==> config.mk <==
export PLATFORM = sky130hd
export DESIGN_NAME = lpc_top
export DESIGN_NICKNAME = d
export VERILOG_FILES = /design/src/lpc_pkg.sv /design/src/lpc_cfg_if.sv /design/src/lpc_top.sv /design/src/lpc_clock_div.sv /design/src/lpc_ladder.sv
export SDC_FILE = /design/constraint.sdc
export NUM_CORES = 1
export LEC_CHECK = 0
export BUFFER_PORTS_ARGS = -buffer_cell sky130_fd_sc_hd__buf_2
export CAP_MARGIN = 20
export CELL_PAD_IN_SITES_DETAIL_PLACEMENT = 1
export CELL_PAD_IN_SITES_GLOBAL_PLACEMENT = 1
export CORE_ASPECT_RATIO = 0.7
export CORE_UTILIZATION = 42
export DETAILED_ROUTE_END_ITERATION = 16
export HOLD_SLACK_MARGIN = 0.02
export PLACE_DENSITY = 0.65
export SLEW_MARGIN = 20
export SYNTH_ARGS = -nofsm -noshare
export SYNTH_HDL_FRONTEND = slang
export SYNTH_HIERARCHICAL = 1
export SYNTH_SLANG_ARGS = --single-unit
==> constraint.sdc <==
create_clock -name clk_i -period 3.01 [get_ports clk_i]
set_input_delay 0.602 -clock clk_i [delete_from_list [all_inputs] [get_ports clk_i]]
set_output_delay 0.602 -clock clk_i [all_outputs]
set_load 0.05 [all_outputs]
==> src/lpc_pkg.sv <==
package lpc_pkg;
  localparam logic [11:0] ADR_CTRL     = 12'h000;
  localparam logic [11:0] ADR_PHASE    = 12'h004;
  localparam logic [11:0] ADR_REF      = 12'h008;
  localparam logic [11:0] ADR_LADDER   = 12'h00C;
  localparam logic [11:0] ADR_SRCSEL   = 12'h010;
  localparam logic [11:0] ADR_PIX_BASE = 12'h100;
  localparam logic [11:0] ADR_PIX_LAST = 12'h1FC;
  localparam int          PIX_COUNT    = 64;
  localparam int          PIX_GROUP    = 8;

  localparam int CTRL_EN_BIT   = 7;
  localparam int CTRL_SLP_BIT  = 6;
  localparam int CTRL_CS_LSB   = 3;
  localparam int CTRL_MUX_LSB  = 0;
  localparam int PH_BIASMD_BIT = 6;
  localparam int PH_ACTIVE_BIT = 5;
  localparam int PH_LP_LSB     = 0;
  localparam int REF_EN_BIT    = 7;
  localparam int REF_CST_LSB   = 3;
  localparam int LAD_AP_LSB    = 6;
  localparam int LAD_BP_LSB    = 4;
  localparam int SRC_CORE_BIT  = 0;

  localparam logic [7:0] CTRL_WMASK   = 8'hDF;
  localparam logic [7:0] PHASE_WMASK  = 8'hCF;
  localparam logic [7:0] REF_WMASK    = 8'hBF;
  localparam logic [7:0] LADDER_WMASK = 8'hF7;
  localparam logic [7:0] SRC_WMASK    = 8'h01;
  localparam logic [7:0] RESET_BYTE   = 8'h00;

  localparam logic [1:0] CS_FAST = 2'h0;
  localparam logic [1:0] CS_SECONDARY_OSC_CLOCK = 2'h1;
  localparam logic [2:0] MUX_STATIC = 3'h0;
  localparam logic [2:0] MUX_THREE  = 3'h2;

  localparam logic [1:0] PWR_OFF  = 2'h0;
  localparam logic [1:0] PWR_LOW  = 2'h1;
  localparam logic [1:0] PWR_MED  = 2'h2;
  localparam logic [1:0] PWR_HIGH = 2'h3;

  localparam int FAST_DIV = 8192;
  localparam int SLOW_DIV = 32;

  typedef enum logic [1:0] {
    LPC_BIAS_STATIC,
    LPC_BIAS_HALF,
    LPC_BIAS_THIRD
  } lpc_bias_t;
endpackage : lpc_pkg

==> src/lpc_cfg_if.sv <==
`timescale 1ns/10ps
`default_nettype none
interface lpc_cfg_if;
  logic [1:0] clk_src;
  logic [3:0] prescale;
  logic       active;
  logic       frame_tick;
  logic       ref_en;
  logic       ref_core;
  logic       interval_a;
  logic [1:0] pwr_a;
  logic [1:0] pwr_b;
  logic [2:0] contrast;
  logic       lad_low;
  logic       lad_med;
  logic       lad_high;
  logic       lad_connect;
  logic       bias_core;
  logic [2:0] contrast_out;

  modport clk_mp (input clk_src, prescale, active, output frame_tick);
  modport lad_mp (input active, ref_en, ref_core, interval_a, pwr_a, pwr_b, contrast,
                  output lad_low, lad_med, lad_high, lad_connect, bias_core, contrast_out);
endinterface : lpc_cfg_if
`default_nettype wire

==> src/lpc_top.sv <==
`timescale 1ns/10ps
`default_nettype none
module lpc_top
  import lpc_pkg::*;
(
  input  wire logic        clk_i,
  input  wire logic        rst_i,
  input  wire logic        wb_cyc_i,
  input  wire logic        wb_stb_i,
  input  wire logic        wb_we_i,
  input  wire logic [11:0] wb_adr_i,
  input  wire logic [3:0]  wb_sel_i,
  input  wire logic [31:0] wb_dat_i,
  output logic      [31:0] wb_dat_o,
  output logic             wb_ack_o,
  input  wire logic        fast_rc_clock_i,
  input  wire logic        secondary_osc_clock_i,
  input  wire logic        low_power_rc_clock_i,
  input  wire logic        secondary_osc_enable_i,
  input  wire logic        sleep_i,
  input  wire logic        interval_a_i,
  input  wire logic [2:0]  com_sel_i,
  output logic      [63:0] seg_dark_o,
  output logic             frame_tick_o,
  output logic             display_active_flag_o,
  output lpc_bias_t        bias_type_o,
  output logic             ladder_low_o,
  output logic             ladder_med_o,
  output logic             ladder_high_o,
  output logic             ladder_connect_o,
  output logic             bias_from_core_o,
  output logic      [2:0]  contrast_select_o
);
  function automatic logic pix_hit(input logic [11:0] adr);
    pix_hit = (adr >= ADR_PIX_BASE) && (adr <= ADR_PIX_LAST);
  endfunction : pix_hit

  function automatic logic [5:0] pix_index(input logic [11:0] adr);
    logic [11:0] off;
    off = adr - ADR_PIX_BASE;
    pix_index = off[7:2];
  endfunction : pix_index

  logic [7:0]  pix_q [PIX_COUNT];
  logic [7:0]  display_control_register_q;
  logic [7:0]  phase_prescale_register_q;
  logic [7:0]  reference_control_register_q;
  logic [7:0]  ladder_power_control_q;
  logic [7:0]  ref_source_q;
  logic        ack_q;
  logic [31:0] rdata_q;
  logic        active_q;
  logic        active_d;
  logic        req;
  logic        wr;
  logic [1:0]  clk_src;
  logic [2:0]  mux_sel;
  logic [7:0]  wbyte;
  logic [63:0] dark_q;
  lpc_bias_t   bias_q;
  lpc_bias_t   bias_d;

  lpc_cfg_if cfg ();

  assign req     = wb_cyc_i && wb_stb_i && !ack_q;
  assign wr      = req && wb_we_i && wb_sel_i[0];
  assign wbyte   = wb_dat_i[7:0];
  assign clk_src = display_control_register_q[CTRL_CS_LSB +: 2];
  assign mux_sel = display_control_register_q[CTRL_MUX_LSB +: 3];

  // Bus handshake
  always_ff @(posedge clk_i) begin
    if (rst_i) begin
      ack_q <= 1'b0;
    end else begin
      ack_q <= req;
    end
  end

  // Control registers
  always_ff @(posedge clk_i) begin
    if (rst_i) begin
      display_control_register_q   <= RESET_BYTE;
      phase_prescale_register_q    <= RESET_BYTE;
      reference_control_register_q <= RESET_BYTE;
      ladder_power_control_q       <= RESET_BYTE;
      ref_source_q                 <= RESET_BYTE;
    end else if (wr) begin
      unique case (wb_adr_i)
        ADR_CTRL:   display_control_register_q   <= wbyte & CTRL_WMASK;
        ADR_PHASE:  phase_prescale_register_q    <= wbyte & PHASE_WMASK;
        ADR_REF:    reference_control_register_q <= wbyte & REF_WMASK;
        ADR_LADDER: ladder_power_control_q       <= wbyte & LADDER_WMASK;
        ADR_SRCSEL: ref_source_q                 <= wbyte & SRC_WMASK;
        default: ;
      endcase
    end
  end

  // Pixel store
  always_ff @(posedge clk_i) begin
    if (rst_i) begin
      for (int i = 0; i < PIX_COUNT; i++) begin
        pix_q[i] <= RESET_BYTE;
      end
    end else if (wr && pix_hit(wb_adr_i)) begin
      pix_q[pix_index(wb_adr_i)] <= wbyte;
    end
  end

  // Read data
  always_ff @(posedge clk_i) begin
    if (rst_i) begin
      rdata_q <= 32'h00000000;
    end else if (req) begin
      rdata_q <= 32'h00000000;
      if (pix_hit(wb_adr_i)) begin
        rdata_q[7:0] <= pix_q[pix_index(wb_adr_i)];
      end else begin
        unique case (wb_adr_i)
          ADR_CTRL:   rdata_q[7:0] <= display_control_register_q;
          ADR_PHASE: begin
            rdata_q[7:0]          <= phase_prescale_register_q;
            rdata_q[PH_ACTIVE_BIT] <= active_q;
          end
          ADR_REF:    rdata_q[7:0] <= reference_control_register_q;
          ADR_LADDER: rdata_q[7:0] <= ladder_power_control_q;
          ADR_SRCSEL: rdata_q[7:0] <= ref_source_q;
          default: ;
        endcase
      end
    end
  end

  // Active status
  always_comb begin
    active_d = display_control_register_q[CTRL_EN_BIT];
    if (sleep_i && (display_control_register_q[CTRL_SLP_BIT] || clk_src == CS_FAST)) begin
      active_d = 1'b0;
    end
  end

  always_ff @(posedge clk_i) begin
    if (rst_i) begin
      active_q <= 1'b0;
    end else begin
      active_q <= active_d;
    end
  end

  // Bias type
  always_comb begin
    if (mux_sel == MUX_STATIC) begin
      bias_d = LPC_BIAS_STATIC;
    end else if (mux_sel <= MUX_THREE && phase_prescale_register_q[PH_BIASMD_BIT]) begin
      bias_d = LPC_BIAS_HALF;
    end else begin
      bias_d = LPC_BIAS_THIRD;
    end
  end

  // Segment drive for the selected common
  always_ff @(posedge clk_i) begin
    if (rst_i) begin
      dark_q <= 64'h0000000000000000;
      bias_q <= LPC_BIAS_STATIC;
    end else begin
      bias_q <= bias_d;
      for (int k = 0; k < PIX_GROUP; k++) begin
        dark_q[k*PIX_GROUP +: PIX_GROUP] <= pix_q[{com_sel_i, 3'(k)}];
      end
    end
  end

  assign cfg.clk_src    = clk_src;
  assign cfg.prescale   = phase_prescale_register_q[PH_LP_LSB +: 4];
  assign cfg.active     = active_q;
  assign cfg.ref_en     = reference_control_register_q[REF_EN_BIT];
  assign cfg.ref_core   = ref_source_q[SRC_CORE_BIT];
  assign cfg.interval_a = interval_a_i;
  assign cfg.pwr_a      = ladder_power_control_q[LAD_AP_LSB +: 2];
  assign cfg.pwr_b      = ladder_power_control_q[LAD_BP_LSB +: 2];
  assign cfg.contrast   = reference_control_register_q[REF_CST_LSB +: 3];

  lpc_clock_div u_div (
    .clk_i                  (clk_i),
    .rst_i                  (rst_i),
    .fast_rc_clock_i        (fast_rc_clock_i),
    .secondary_osc_clock_i  (secondary_osc_clock_i),
    .low_power_rc_clock_i   (low_power_rc_clock_i),
    .secondary_osc_enable_i (secondary_osc_enable_i),
    .cfg                    (cfg)
  );

  lpc_ladder u_ladder (
    .clk_i (clk_i),
    .rst_i (rst_i),
    .cfg   (cfg)
  );

  assign wb_ack_o              = ack_q;
  assign wb_dat_o              = rdata_q;
  assign seg_dark_o            = dark_q;
  assign bias_type_o           = bias_q;
  assign frame_tick_o          = cfg.frame_tick;
  assign display_active_flag_o = active_q;
  assign ladder_low_o          = cfg.lad_low;
  assign ladder_med_o          = cfg.lad_med;
  assign ladder_high_o         = cfg.lad_high;
  assign ladder_connect_o      = cfg.lad_connect;
  assign bias_from_core_o      = cfg.bias_core;
  assign contrast_select_o     = cfg.contrast_out;

  property p_ack_one;
    @(posedge clk_i) disable iff (rst_i)
    (wb_cyc_i && wb_stb_i && !ack_q) |=> ack_q ##1 !ack_q;
  endproperty
  a_ack_one: assert property (p_ack_one) else $error("ack not a single cycle");

  property p_pix_store;
    @(posedge clk_i) disable iff (rst_i)
    (wr && pix_hit(wb_adr_i)) |=> pix_q[pix_index($past(wb_adr_i))] == $past(wbyte);
  endproperty
  a_pix_store: assert property (p_pix_store) else $error("pixel byte not stored");

  property p_dark_map;
    @(posedge clk_i) disable iff (rst_i)
    !wr |=> dark_q[PIX_GROUP +: PIX_GROUP] == pix_q[{$past(com_sel_i), 3'h1}];
  endproperty
  a_dark_map: assert property (p_dark_map) else $error("segment byte mapping wrong");

  property p_sleep_fast;
    @(posedge clk_i) disable iff (rst_i)
    (sleep_i && clk_src == CS_FAST) |=> !active_q;
  endproperty
  a_sleep_fast: assert property (p_sleep_fast) else $error("fast source active in sleep");

  property p_sleep_slow;
    @(posedge clk_i) disable iff (rst_i)
    (display_control_register_q[CTRL_EN_BIT] && !display_control_register_q[CTRL_SLP_BIT]
      && clk_src != CS_FAST) |=> active_q;
  endproperty
  a_sleep_slow: assert property (p_sleep_slow) else $error("slow source stopped");

  property p_pix_read;
    @(posedge clk_i) disable iff (rst_i)
    (req && !wb_we_i && pix_hit(wb_adr_i)) |=> rdata_q[7:0] == pix_q[pix_index($past(wb_adr_i))];
  endproperty
  a_pix_read: assert property (p_pix_read) else $error("pixel byte read wrong");

  property p_rdata_upper;
    @(posedge clk_i) disable iff (rst_i)
    ack_q |-> rdata_q[31:8] == 24'h000000;
  endproperty
  a_rdata_upper: assert property (p_rdata_upper) else $error("read data upper bits set");

  property p_ack_idle;
    @(posedge clk_i) disable iff (rst_i)
    !(wb_cyc_i && wb_stb_i) |=> !ack_q;
  endproperty
  a_ack_idle: assert property (p_ack_idle) else $error("ack without request");

  property p_ctrl_write;
    @(posedge clk_i) disable iff (rst_i)
    (wr && wb_adr_i == ADR_CTRL) |=> clk_src == $past(wbyte[CTRL_CS_LSB +: 2]);
  endproperty
  a_ctrl_write: assert property (p_ctrl_write) else $error("source field not stored");

  property p_prescale_write;
    @(posedge clk_i) disable iff (rst_i)
    (wr && wb_adr_i == ADR_PHASE) |=> cfg.prescale == $past(wbyte[PH_LP_LSB +: 4]);
  endproperty
  a_prescale_write: assert property (p_prescale_write) else $error("prescale not stored");

  property p_bias_static;
    @(posedge clk_i) disable iff (rst_i)
    (mux_sel == MUX_STATIC) |=> bias_q == LPC_BIAS_STATIC;
  endproperty
  a_bias_static: assert property (p_bias_static) else $error("static bias wrong");

  property p_bias_third;
    @(posedge clk_i) disable iff (rst_i)
    (mux_sel > MUX_THREE) |=> bias_q == LPC_BIAS_THIRD;
  endproperty
  a_bias_third: assert property (p_bias_third) else $error("third bias wrong");

  property p_bias_half;
    @(posedge clk_i) disable iff (rst_i)
    (mux_sel != MUX_STATIC && mux_sel <= MUX_THREE && phase_prescale_register_q[PH_BIASMD_BIT])
      |=> bias_q == LPC_BIAS_HALF;
  endproperty
  a_bias_half: assert property (p_bias_half) else $error("half bias wrong");

  property p_sleep_disable;
    @(posedge clk_i) disable iff (rst_i)
    (sleep_i && display_control_register_q[CTRL_SLP_BIT]) |=> !active_q;
  endproperty
  a_sleep_disable: assert property (p_sleep_disable) else $error("active in sleep");

  property p_active_read;
    @(posedge clk_i) disable iff (rst_i)
    (req && wb_adr_i == ADR_PHASE) |=> rdata_q[PH_ACTIVE_BIT] == $past(active_q);
  endproperty
  a_active_read: assert property (p_active_read) else $error("active flag read wrong");

  property p_dark_zero;
    @(posedge clk_i) disable iff (rst_i)
    (pix_q[{com_sel_i, 3'h0}] == RESET_BYTE) |=> dark_q[0 +: PIX_GROUP] == RESET_BYTE;
  endproperty
  a_dark_zero: assert property (p_dark_zero) else $error("clear pixel driven dark");
endmodule : lpc_top
`default_nettype wire

==> src/lpc_clock_div.sv <==
`timescale 1ns/10ps
`default_nettype none
module lpc_clock_div
  import lpc_pkg::*;
(
  input  wire logic clk_i,
  input  wire logic rst_i,
  input  wire logic fast_rc_clock_i,
  input  wire logic secondary_osc_clock_i,
  input  wire logic low_power_rc_clock_i,
  input  wire logic secondary_osc_enable_i,
  lpc_cfg_if.clk_mp cfg
);
  logic [2:0]  prev_q;
  logic [1:0]  src_q;
  logic [12:0] pre_cnt_q;
  logic [15:0] psc_cnt_q;
  logic        src_edge;
  logic        pre_tick;
  logic [12:0] pre_term;
  logic        tick_q;

  always_comb begin
    unique case (cfg.clk_src)
      CS_FAST: src_edge = fast_rc_clock_i & ~prev_q[0];
      CS_SECONDARY_OSC_CLOCK: src_edge = secondary_osc_clock_i & ~prev_q[1] & secondary_osc_enable_i;
      default: src_edge = low_power_rc_clock_i & ~prev_q[2];
    endcase
  end

  assign pre_term = (cfg.clk_src == CS_FAST) ? 13'(FAST_DIV - 1) : 13'(SLOW_DIV - 1);
  assign pre_tick = src_edge && (pre_cnt_q == pre_term);

  always_ff @(posedge clk_i) begin
    if (rst_i) begin
      prev_q <= 3'h0;
    end else begin
      prev_q <= {low_power_rc_clock_i, secondary_osc_clock_i, fast_rc_clock_i};
    end
  end

  always_ff @(posedge clk_i) begin
    if (rst_i) begin
      src_q     <= CS_FAST;
      pre_cnt_q <= 13'h0000;
    end else begin
      src_q <= cfg.clk_src;
      if (!cfg.active || src_q != cfg.clk_src) begin
        pre_cnt_q <= 13'h0000;
      end else if (src_edge) begin
        pre_cnt_q <= pre_tick ? 13'h0000 : pre_cnt_q + 13'h0001;
      end
    end
  end

  always_ff @(posedge clk_i) begin
    if (rst_i) begin
      psc_cnt_q <= 16'h0000;
      tick_q    <= 1'b0;
    end else begin
      tick_q <= cfg.active && pre_tick && (psc_cnt_q == 16'(cfg.prescale));
      if (!cfg.active) begin
        psc_cnt_q <= 16'h0000;
      end else if (pre_tick) begin
        psc_cnt_q <= (psc_cnt_q == 16'(cfg.prescale)) ? 16'h0000 : psc_cnt_q + 16'h0001;
      end
    end
  end

  assign cfg.frame_tick = tick_q;

  property p_tick_at_ratio;
    @(posedge clk_i) disable iff (rst_i)
    (cfg.active && pre_tick && psc_cnt_q == 16'(cfg.prescale)) |=> tick_q ##1 !tick_q;
  endproperty
  a_tick_at_ratio: assert property (p_tick_at_ratio) else $error("frame tick missed");

  property p_psc_restart;
    @(posedge clk_i) disable iff (rst_i)
    $rose(tick_q) |-> (psc_cnt_q == 16'h0000) && $past(psc_cnt_q) <= 16'h000F;
  endproperty
  a_psc_restart: assert property (p_psc_restart) else $error("prescaler did not restart");

  property p_fast_fixed;
    @(posedge clk_i) disable iff (rst_i)
    (cfg.active && src_q == CS_FAST && cfg.clk_src == CS_FAST && pre_tick)
      |-> $past(pre_cnt_q) == 13'(FAST_DIV - 2) || $past(pre_cnt_q) == 13'(FAST_DIV - 1);
  endproperty
  a_fast_fixed: assert property (p_fast_fixed) else $error("fast divider not 8192");
endmodule : lpc_clock_div
`default_nettype wire

==> src/lpc_ladder.sv <==
`timescale 1ns/10ps
`default_nettype none
module lpc_ladder
  import lpc_pkg::*;
(
  input  wire logic clk_i,
  input  wire logic rst_i,
  lpc_cfg_if.lad_mp cfg
);
  logic [1:0] pwr;
  logic       on;
  logic       low_q;
  logic       med_q;
  logic       high_q;
  logic       conn_q;
  logic       core_q;
  logic [2:0] cst_q;

  assign pwr = cfg.interval_a ? cfg.pwr_a : cfg.pwr_b;
  assign on  = cfg.active && cfg.ref_en && (pwr != PWR_OFF);

  always_ff @(posedge clk_i) begin
    if (rst_i) begin
      low_q  <= 1'b0;
      med_q  <= 1'b0;
      high_q <= 1'b0;
      conn_q <= 1'b0;
    end else begin
      conn_q <= on;
      low_q  <= on && (pwr == PWR_LOW);
      med_q  <= on && (pwr == PWR_MED || (cfg.interval_a && pwr == PWR_HIGH));
      high_q <= on && (pwr == PWR_HIGH);
    end
  end

  always_ff @(posedge clk_i) begin
    if (rst_i) begin
      core_q <= 1'b0;
      cst_q  <= 3'h0;
    end else begin
      core_q <= cfg.ref_core;
      cst_q  <= cfg.contrast;
    end
  end

  assign cfg.lad_low      = low_q;
  assign cfg.lad_med      = med_q;
  assign cfg.lad_high     = high_q;
  assign cfg.lad_connect  = conn_q;
  assign cfg.bias_core    = core_q;
  assign cfg.contrast_out = cst_q;

  property p_inactive_off;
    @(posedge clk_i) disable iff (rst_i)
    !cfg.active |=> !conn_q && !low_q && !med_q && !high_q;
  endproperty
  a_inactive_off: assert property (p_inactive_off) else $error("ladder on while inactive");

  property p_a_high_both;
    @(posedge clk_i) disable iff (rst_i)
    (cfg.active && cfg.ref_en && cfg.interval_a && cfg.pwr_a == PWR_HIGH) |=> med_q && high_q;
  endproperty
  a_a_high_both: assert property (p_a_high_both) else $error("mode A high lacks medium");

  property p_zero_off;
    @(posedge clk_i) disable iff (rst_i)
    (pwr == PWR_OFF || !cfg.ref_en) |=> !conn_q;
  endproperty
  a_zero_off: assert property (p_zero_off) else $error("ladder connected when off");
endmodule : lpc_ladder
`default_nettype wire

---- Word-level counts from Yosys, hierarchy flattened ----
Memory sizes are Yosys's and may differ from the RTL's. A register that Yosys moved wholly into a read port is not among the register bits.
Cells that the tools add are included.
operators by class
  add/subtract/negate cells ............... 3
  $lt $le $gt $ge ......................... 3
  eq/ne operators ......................... 11
  multiplexer cells ....................... 16
  bitwise logic cells ..................... 8
  reduce and logical (&&, ||, !) cells .... 36
operator list
  cell                                                                    count
  8-bit one-hot mux with 5 select lines                                   1
  13-bit two-way mux                                                      2
  12-bit by 4-bit equality test with 1-bit output, second input constant  2
  1-bit logical AND                                                       17
  16-bit by 1-bit adder with 16-bit output, second input constant         1
  16-bit by 4-bit equality test with 1-bit output                         1
  16-bit two-way mux                                                      1
  8-bit two-way mux                                                       2
  13-bit by 1-bit adder with 13-bit output, second input constant         1
  13-bit equality test                                                    1
  12-bit by 3-bit equality test with 1-bit output, second input constant  1
  12-bit by 5-bit equality test with 1-bit output, second input constant  1
  12-bit by 9-bit >= comparator with 1-bit output, second input constant  1
  12-bit by 9-bit <= comparator with 1-bit output, second input constant  1
  12-bit logical NOT                                                      1
  2-bit AND reduction                                                     5
  2-bit OR reduction                                                      4
  8-bit OR reduction                                                      1
  8-bit by 1-bit subtractor with 8-bit output, second input constant      1
  1-bit two-way mux                                                       6
  6-bit two-way mux                                                       1
  1-bit bitwise AND                                                       4
  2-bit by 1-bit equality test with 1-bit output, second input constant   2
  2-bit equality test, second input constant                              2
  other kinds (10)                                                        17
word-level totals
  flip-flop bits (word level) ............. 83
  memory bits (writable) .................. 512
  output and inout port bits .............. 109
  logic and storage cells ................. 98
  memories kept ........................... 1
memory list
  name   depth  bits a word  read ports  clocked after Yosys merged registers in  write ports  RTL line       text
  pix_q  64     8            9           8                                        64           lpc_top.sv:44  logic [7:0] pix_q [PIX_COUNT];

---- Longest topological paths before layout ----
  depth after elaboration ................. 10
  depth in mapped cells ................... 11
  mapped depth without buffers ............ 6

---- Modules after synthesis ----
Netlist, hierarchy kept.
modules (own cells, without submodules)
  module         times used  cells each  area an instance (um^2)  seq. area each (um^2)
  lpc_top        1           2,228       31,281.3                 17,456.7
  lpc_clock_div  1           194         1,729.2                  700.7
  lpc_ladder     1           21          251.5                    160.2

---- Worst setup path before layout ----
No wires, ideal clock.
  path type ............................... input port to flip-flop
  start ................................... input port wb_adr_i[2]
  end ..................................... memory pix_q[16][0] (enable)
  library setup time ...................... 0.309 ns
  arrival time ............................ 2.223 ns
  data required time ...................... 2.701 ns
  path slack .............................. 0.478 ns
  cell stages on the path ................. 7
  path through ............................ buf_6 nand3_1 nor3_1 nor4_4 nand2_1 nor2_1 or2_2
RTL lines
  element             RTL line       text
  start: declaration  lpc_top.sv:11  input wire logic [11:0] wb_adr_i,
  end: declaration    lpc_top.sv:44

==> impl_metrics.toml <==
[pwr]
internal-power_mw = 16.0
cellPowerDensity_nw_per_um2 = 559
irDropWorstVdd_mv = 0.444
p_leak_nw = 14.6
power_frac_comb = 0.116
clkPwrFrac = 0.403
swShare = 0.259
p_sw_mw = 5.59
seqPwrFrac = 0.481

[layout]
drive_gt1_frac = 0.282
most-common-layout-cells = "and2_1, edfxtp_1, mux4_2"
layout_commonest_cell = "and2_1"
final_util = 0.497
layout.nets = 2761
syn_to_final_growth_pct = 16.1

[logic_synthesis]
seq_area_frac_synth = 0.551
synth_edf_count = 512
synth_xor_area_frac = 0.00553
ys_ff_latch = 659
synth_top_family_by_area = "multiplexers"
synth_simple_gate_area_frac = 0.172
synthMuxAreaShare = 0.203
synth_fa_ha_area_frac = 0.00105
netlist_area_um2 = 33300
synth_compound_area_frac = 0.0334
async_reset_ff_frac = 0
yosysWarningCount = 6
synthCells = 2443
synth_cell_types = 86
syn_avg_cell_area_um2 = 13.6
yosys_most_used_dff = "edfxtp_1"

[sta]
hold_violations = 0
worst_slew_pin_slew_ns = 0.884
period_share = 0.980
slew_violations = 0
fmax_ghz = 0.339
slew_headroom = 0.411
skew_ns = 0.0175
fin_crit_ns = 2.95
rsz0062_at_grt = "false"
layout_setup_ws_ns = 0.0610
setup_viol = 0

[job]
drv_cap = 0

[clocking]
h-tree-depth = 3
numCtsBuffers = 69
tritoncts = "yes"
clk_pin_slew_ns = 0.06
numClockSinks = 659
cts_buffer_depth = 3
cts-root-buf = "clkbuf_16"
holdBufCountCts = 0
clkLatencyLatePin_ns = 0.62

[floorplan]
start_util = 0.428
io_pins = 171
die_w_um = 338
dieArea_um2 = 80300
core_um2 = 77600
die_h_um = 237
rows = 85

[worst_setup_path]
r2r_setup_slack_ns = 0.06
worstPathArrival_ns = 3.41
criticalPathCategory = "flip-flop to flip-flop"
crit_fanout = 2
worstSetupEndpointType = "flip-flop"
cp-start-kind = "flip-flop"
required_ns = 3.47

[detailed_routing]
drt_iter0_markers = 3161
drtPass1Iterations = 5
vias = 23119
routed_wl_um = 123000
wl_per_cell_um = 32.4
vias_per_cell = 6.09
drc = 0
ant_nets = 0

[global_route]
grtUsageTotal = 0.305
grt-ovfl-total = 0
grt_start_max_net_pins = 181
grt_pass1_wl_um = 173000
antenna_found_initial = 1
grt_pass1_vias = 23102

[hold_path]
min_path_type = "input pin to flip-flop"

[placed_design]
place_ws_ns = -0.480
dp_hpwl_um = 93400
portBuffers = 119
gp_congestion = 0.977

[status]
run_status = "finished clean"
[routing by layer]
| layer | vias to the layer above | part of all wire | global-route usage |
|---|---|---|---|
| met1 | 12182 | 0.45 | 0.453 |
| met2 | 1176 | 0.43 | 0.449 |
| li1 | 9562 | - | - |
| met5 | - | 0 | 0 |
| met3 | 199 | 0.088 | 0.0598 |
| met4 | 0 | 0.033 | 0.0953 |
[registers in the layout, indices dropped and copies added, names as in the netlist, 2 cells and up]
| register | cells |
|---|---|
| u_div/prev_q | 3 |
| phase_prescale_register_q | 6 |
| pix_q | 512 |
| ladder_power_control_q | 7 |
| display_control_register_q | 7 |
| u_div/pre_cnt_q | 13 |
| reference_control_register_q | 7 |
| bias_type_o | 2 |
| u_div/src_q | 2 |
| seg_dark_o | 64 |
| u_ladder/cfg.contrast_out | 3 |
| u_div/psc_cnt_q | 16 |
| wb_dat_o | 8 |
[final timing paths]
path / from / end / cells past startpoint
max reg2reg: pix_q[15][6]$_SDFFCE_PN0P_ / wb_dat_o[6]$_SDFFE_PP0N_ / 8
min: secondary_osc_clock_i / u_div/prev_q[1]$_SDFF_PP0_ / 2
min reg2reg: reference_control_register_q[1]$_SDFFE_PP0P_ / reference_control_register_q[1]$_SDFFE_PP0P_ / 2
max: pix_q[15][6]$_SDFFCE_PN0P_ / wb_dat_o[6]$_SDFFE_PP0N_ / 8
[cell families (layout without fill, tap and decap cells)]
family | Yosys count | after routing
adders and majority gates | 3 | 3
xor gates and xnor gates | 21 | 21
and+or+nand+nor | 1011 | 1011
other | 1 | 27
AOI/OAI and AO/OA | 162 | 162
DFF | 659 | 659
muxes | 379 | 379
buffers and inverters | 207 | 490
[area by class of cell]
type                            count  area, um^2
Fill cell                        7800       39000
Sequential cell                   659       18300
Multi-Input combinational cell   1600       13900
Timing Repair Buffer              361        2840
Clock buffer                       97        1970
Tap cell                         1044        1310
Clock inverter                     26         260
Inverter                            6        22.5
Antenna cell                        3        7.51
[per-stage QoR]
stage               power (mW)  instances  TNS [ns]  hold WS, ns  instance area, um^2
floorplan                 11.9       2466         0        0.436                33300
global placement          13.0       3670    -0.496        0.443                36400
detailed placement        13.0       3670    -0.546        0.450                36400
CTS                       21.7       3793         0        0.183                38600
global route              22.1       3793         0        0.205                38600
finish                    21.6       3796         0        0.212                38600
[cells in the mapped netlist, drive strengths merged, types with 5 or more instances]
library cell / n / area [um^2]
a211oi: 8 / 60.1
and4: 6 / 52.6
and3b: 5 / 43.8
nand3b: 5 / 37.5
edfxtp: 512 / 15400
mux2: 8 / 90.1
mux2i: 140 / 1400
o2111ai: 6 / 70.1
nand2: 80 / 303
xnor2: 13 / 114
nand3: 42 / 210
clkbuf: 95 / 358
nor2b: 13 / 81.3
nor4: 12 / 120
buf: 104 / 749
and3: 13 / 81.3
a31oi: 6 / 37.5
o22ai: 9 / 56.3
nor3b: 6 / 50.1
and2: 513 / 3210
or2: 66 / 413
mux4: 231 / 5250
a21oi: 42 / 218
a22oi: 31 / 233
nor3: 15 / 91.3
nor2: 197 / 747
dfxtp: 147 / 2940
inv: 5 / 18.8
or3: 9 / 56.3
nand4: 16 / 106
xor2: 8 / 70.1
o21ai: 29 / 145
[repair_timing]
action,4_1_cts,5_1_grt
buffers inserted,0,0
endpoints found under the setup margin,1,0
gates resized for setup,1,0
[critical path, stage by stage (launching register included)]
cell,delay (ns)
edfxtp_1,0.42
mux4_2,0.53
a22o_1,0.28
a2111oi_1,0.58
buf_4,0.22
o2111ai_1,0.20
o31ai_1,0.31
buf_4,0.16
a311oi_1,0.09
[power groups by stage]
stage	sequential, mW	clock (mW)	combinational [mW]
floorplan	10.7	0	1.28
global placement	10.6	0	2.43
detailed placement	10.6	0	2.46
CTS	10.4	8.81	2.47
global route	10.4	9.12	2.56
finish	10.4	8.71	2.50
Power figures use the tool's default switching activity.
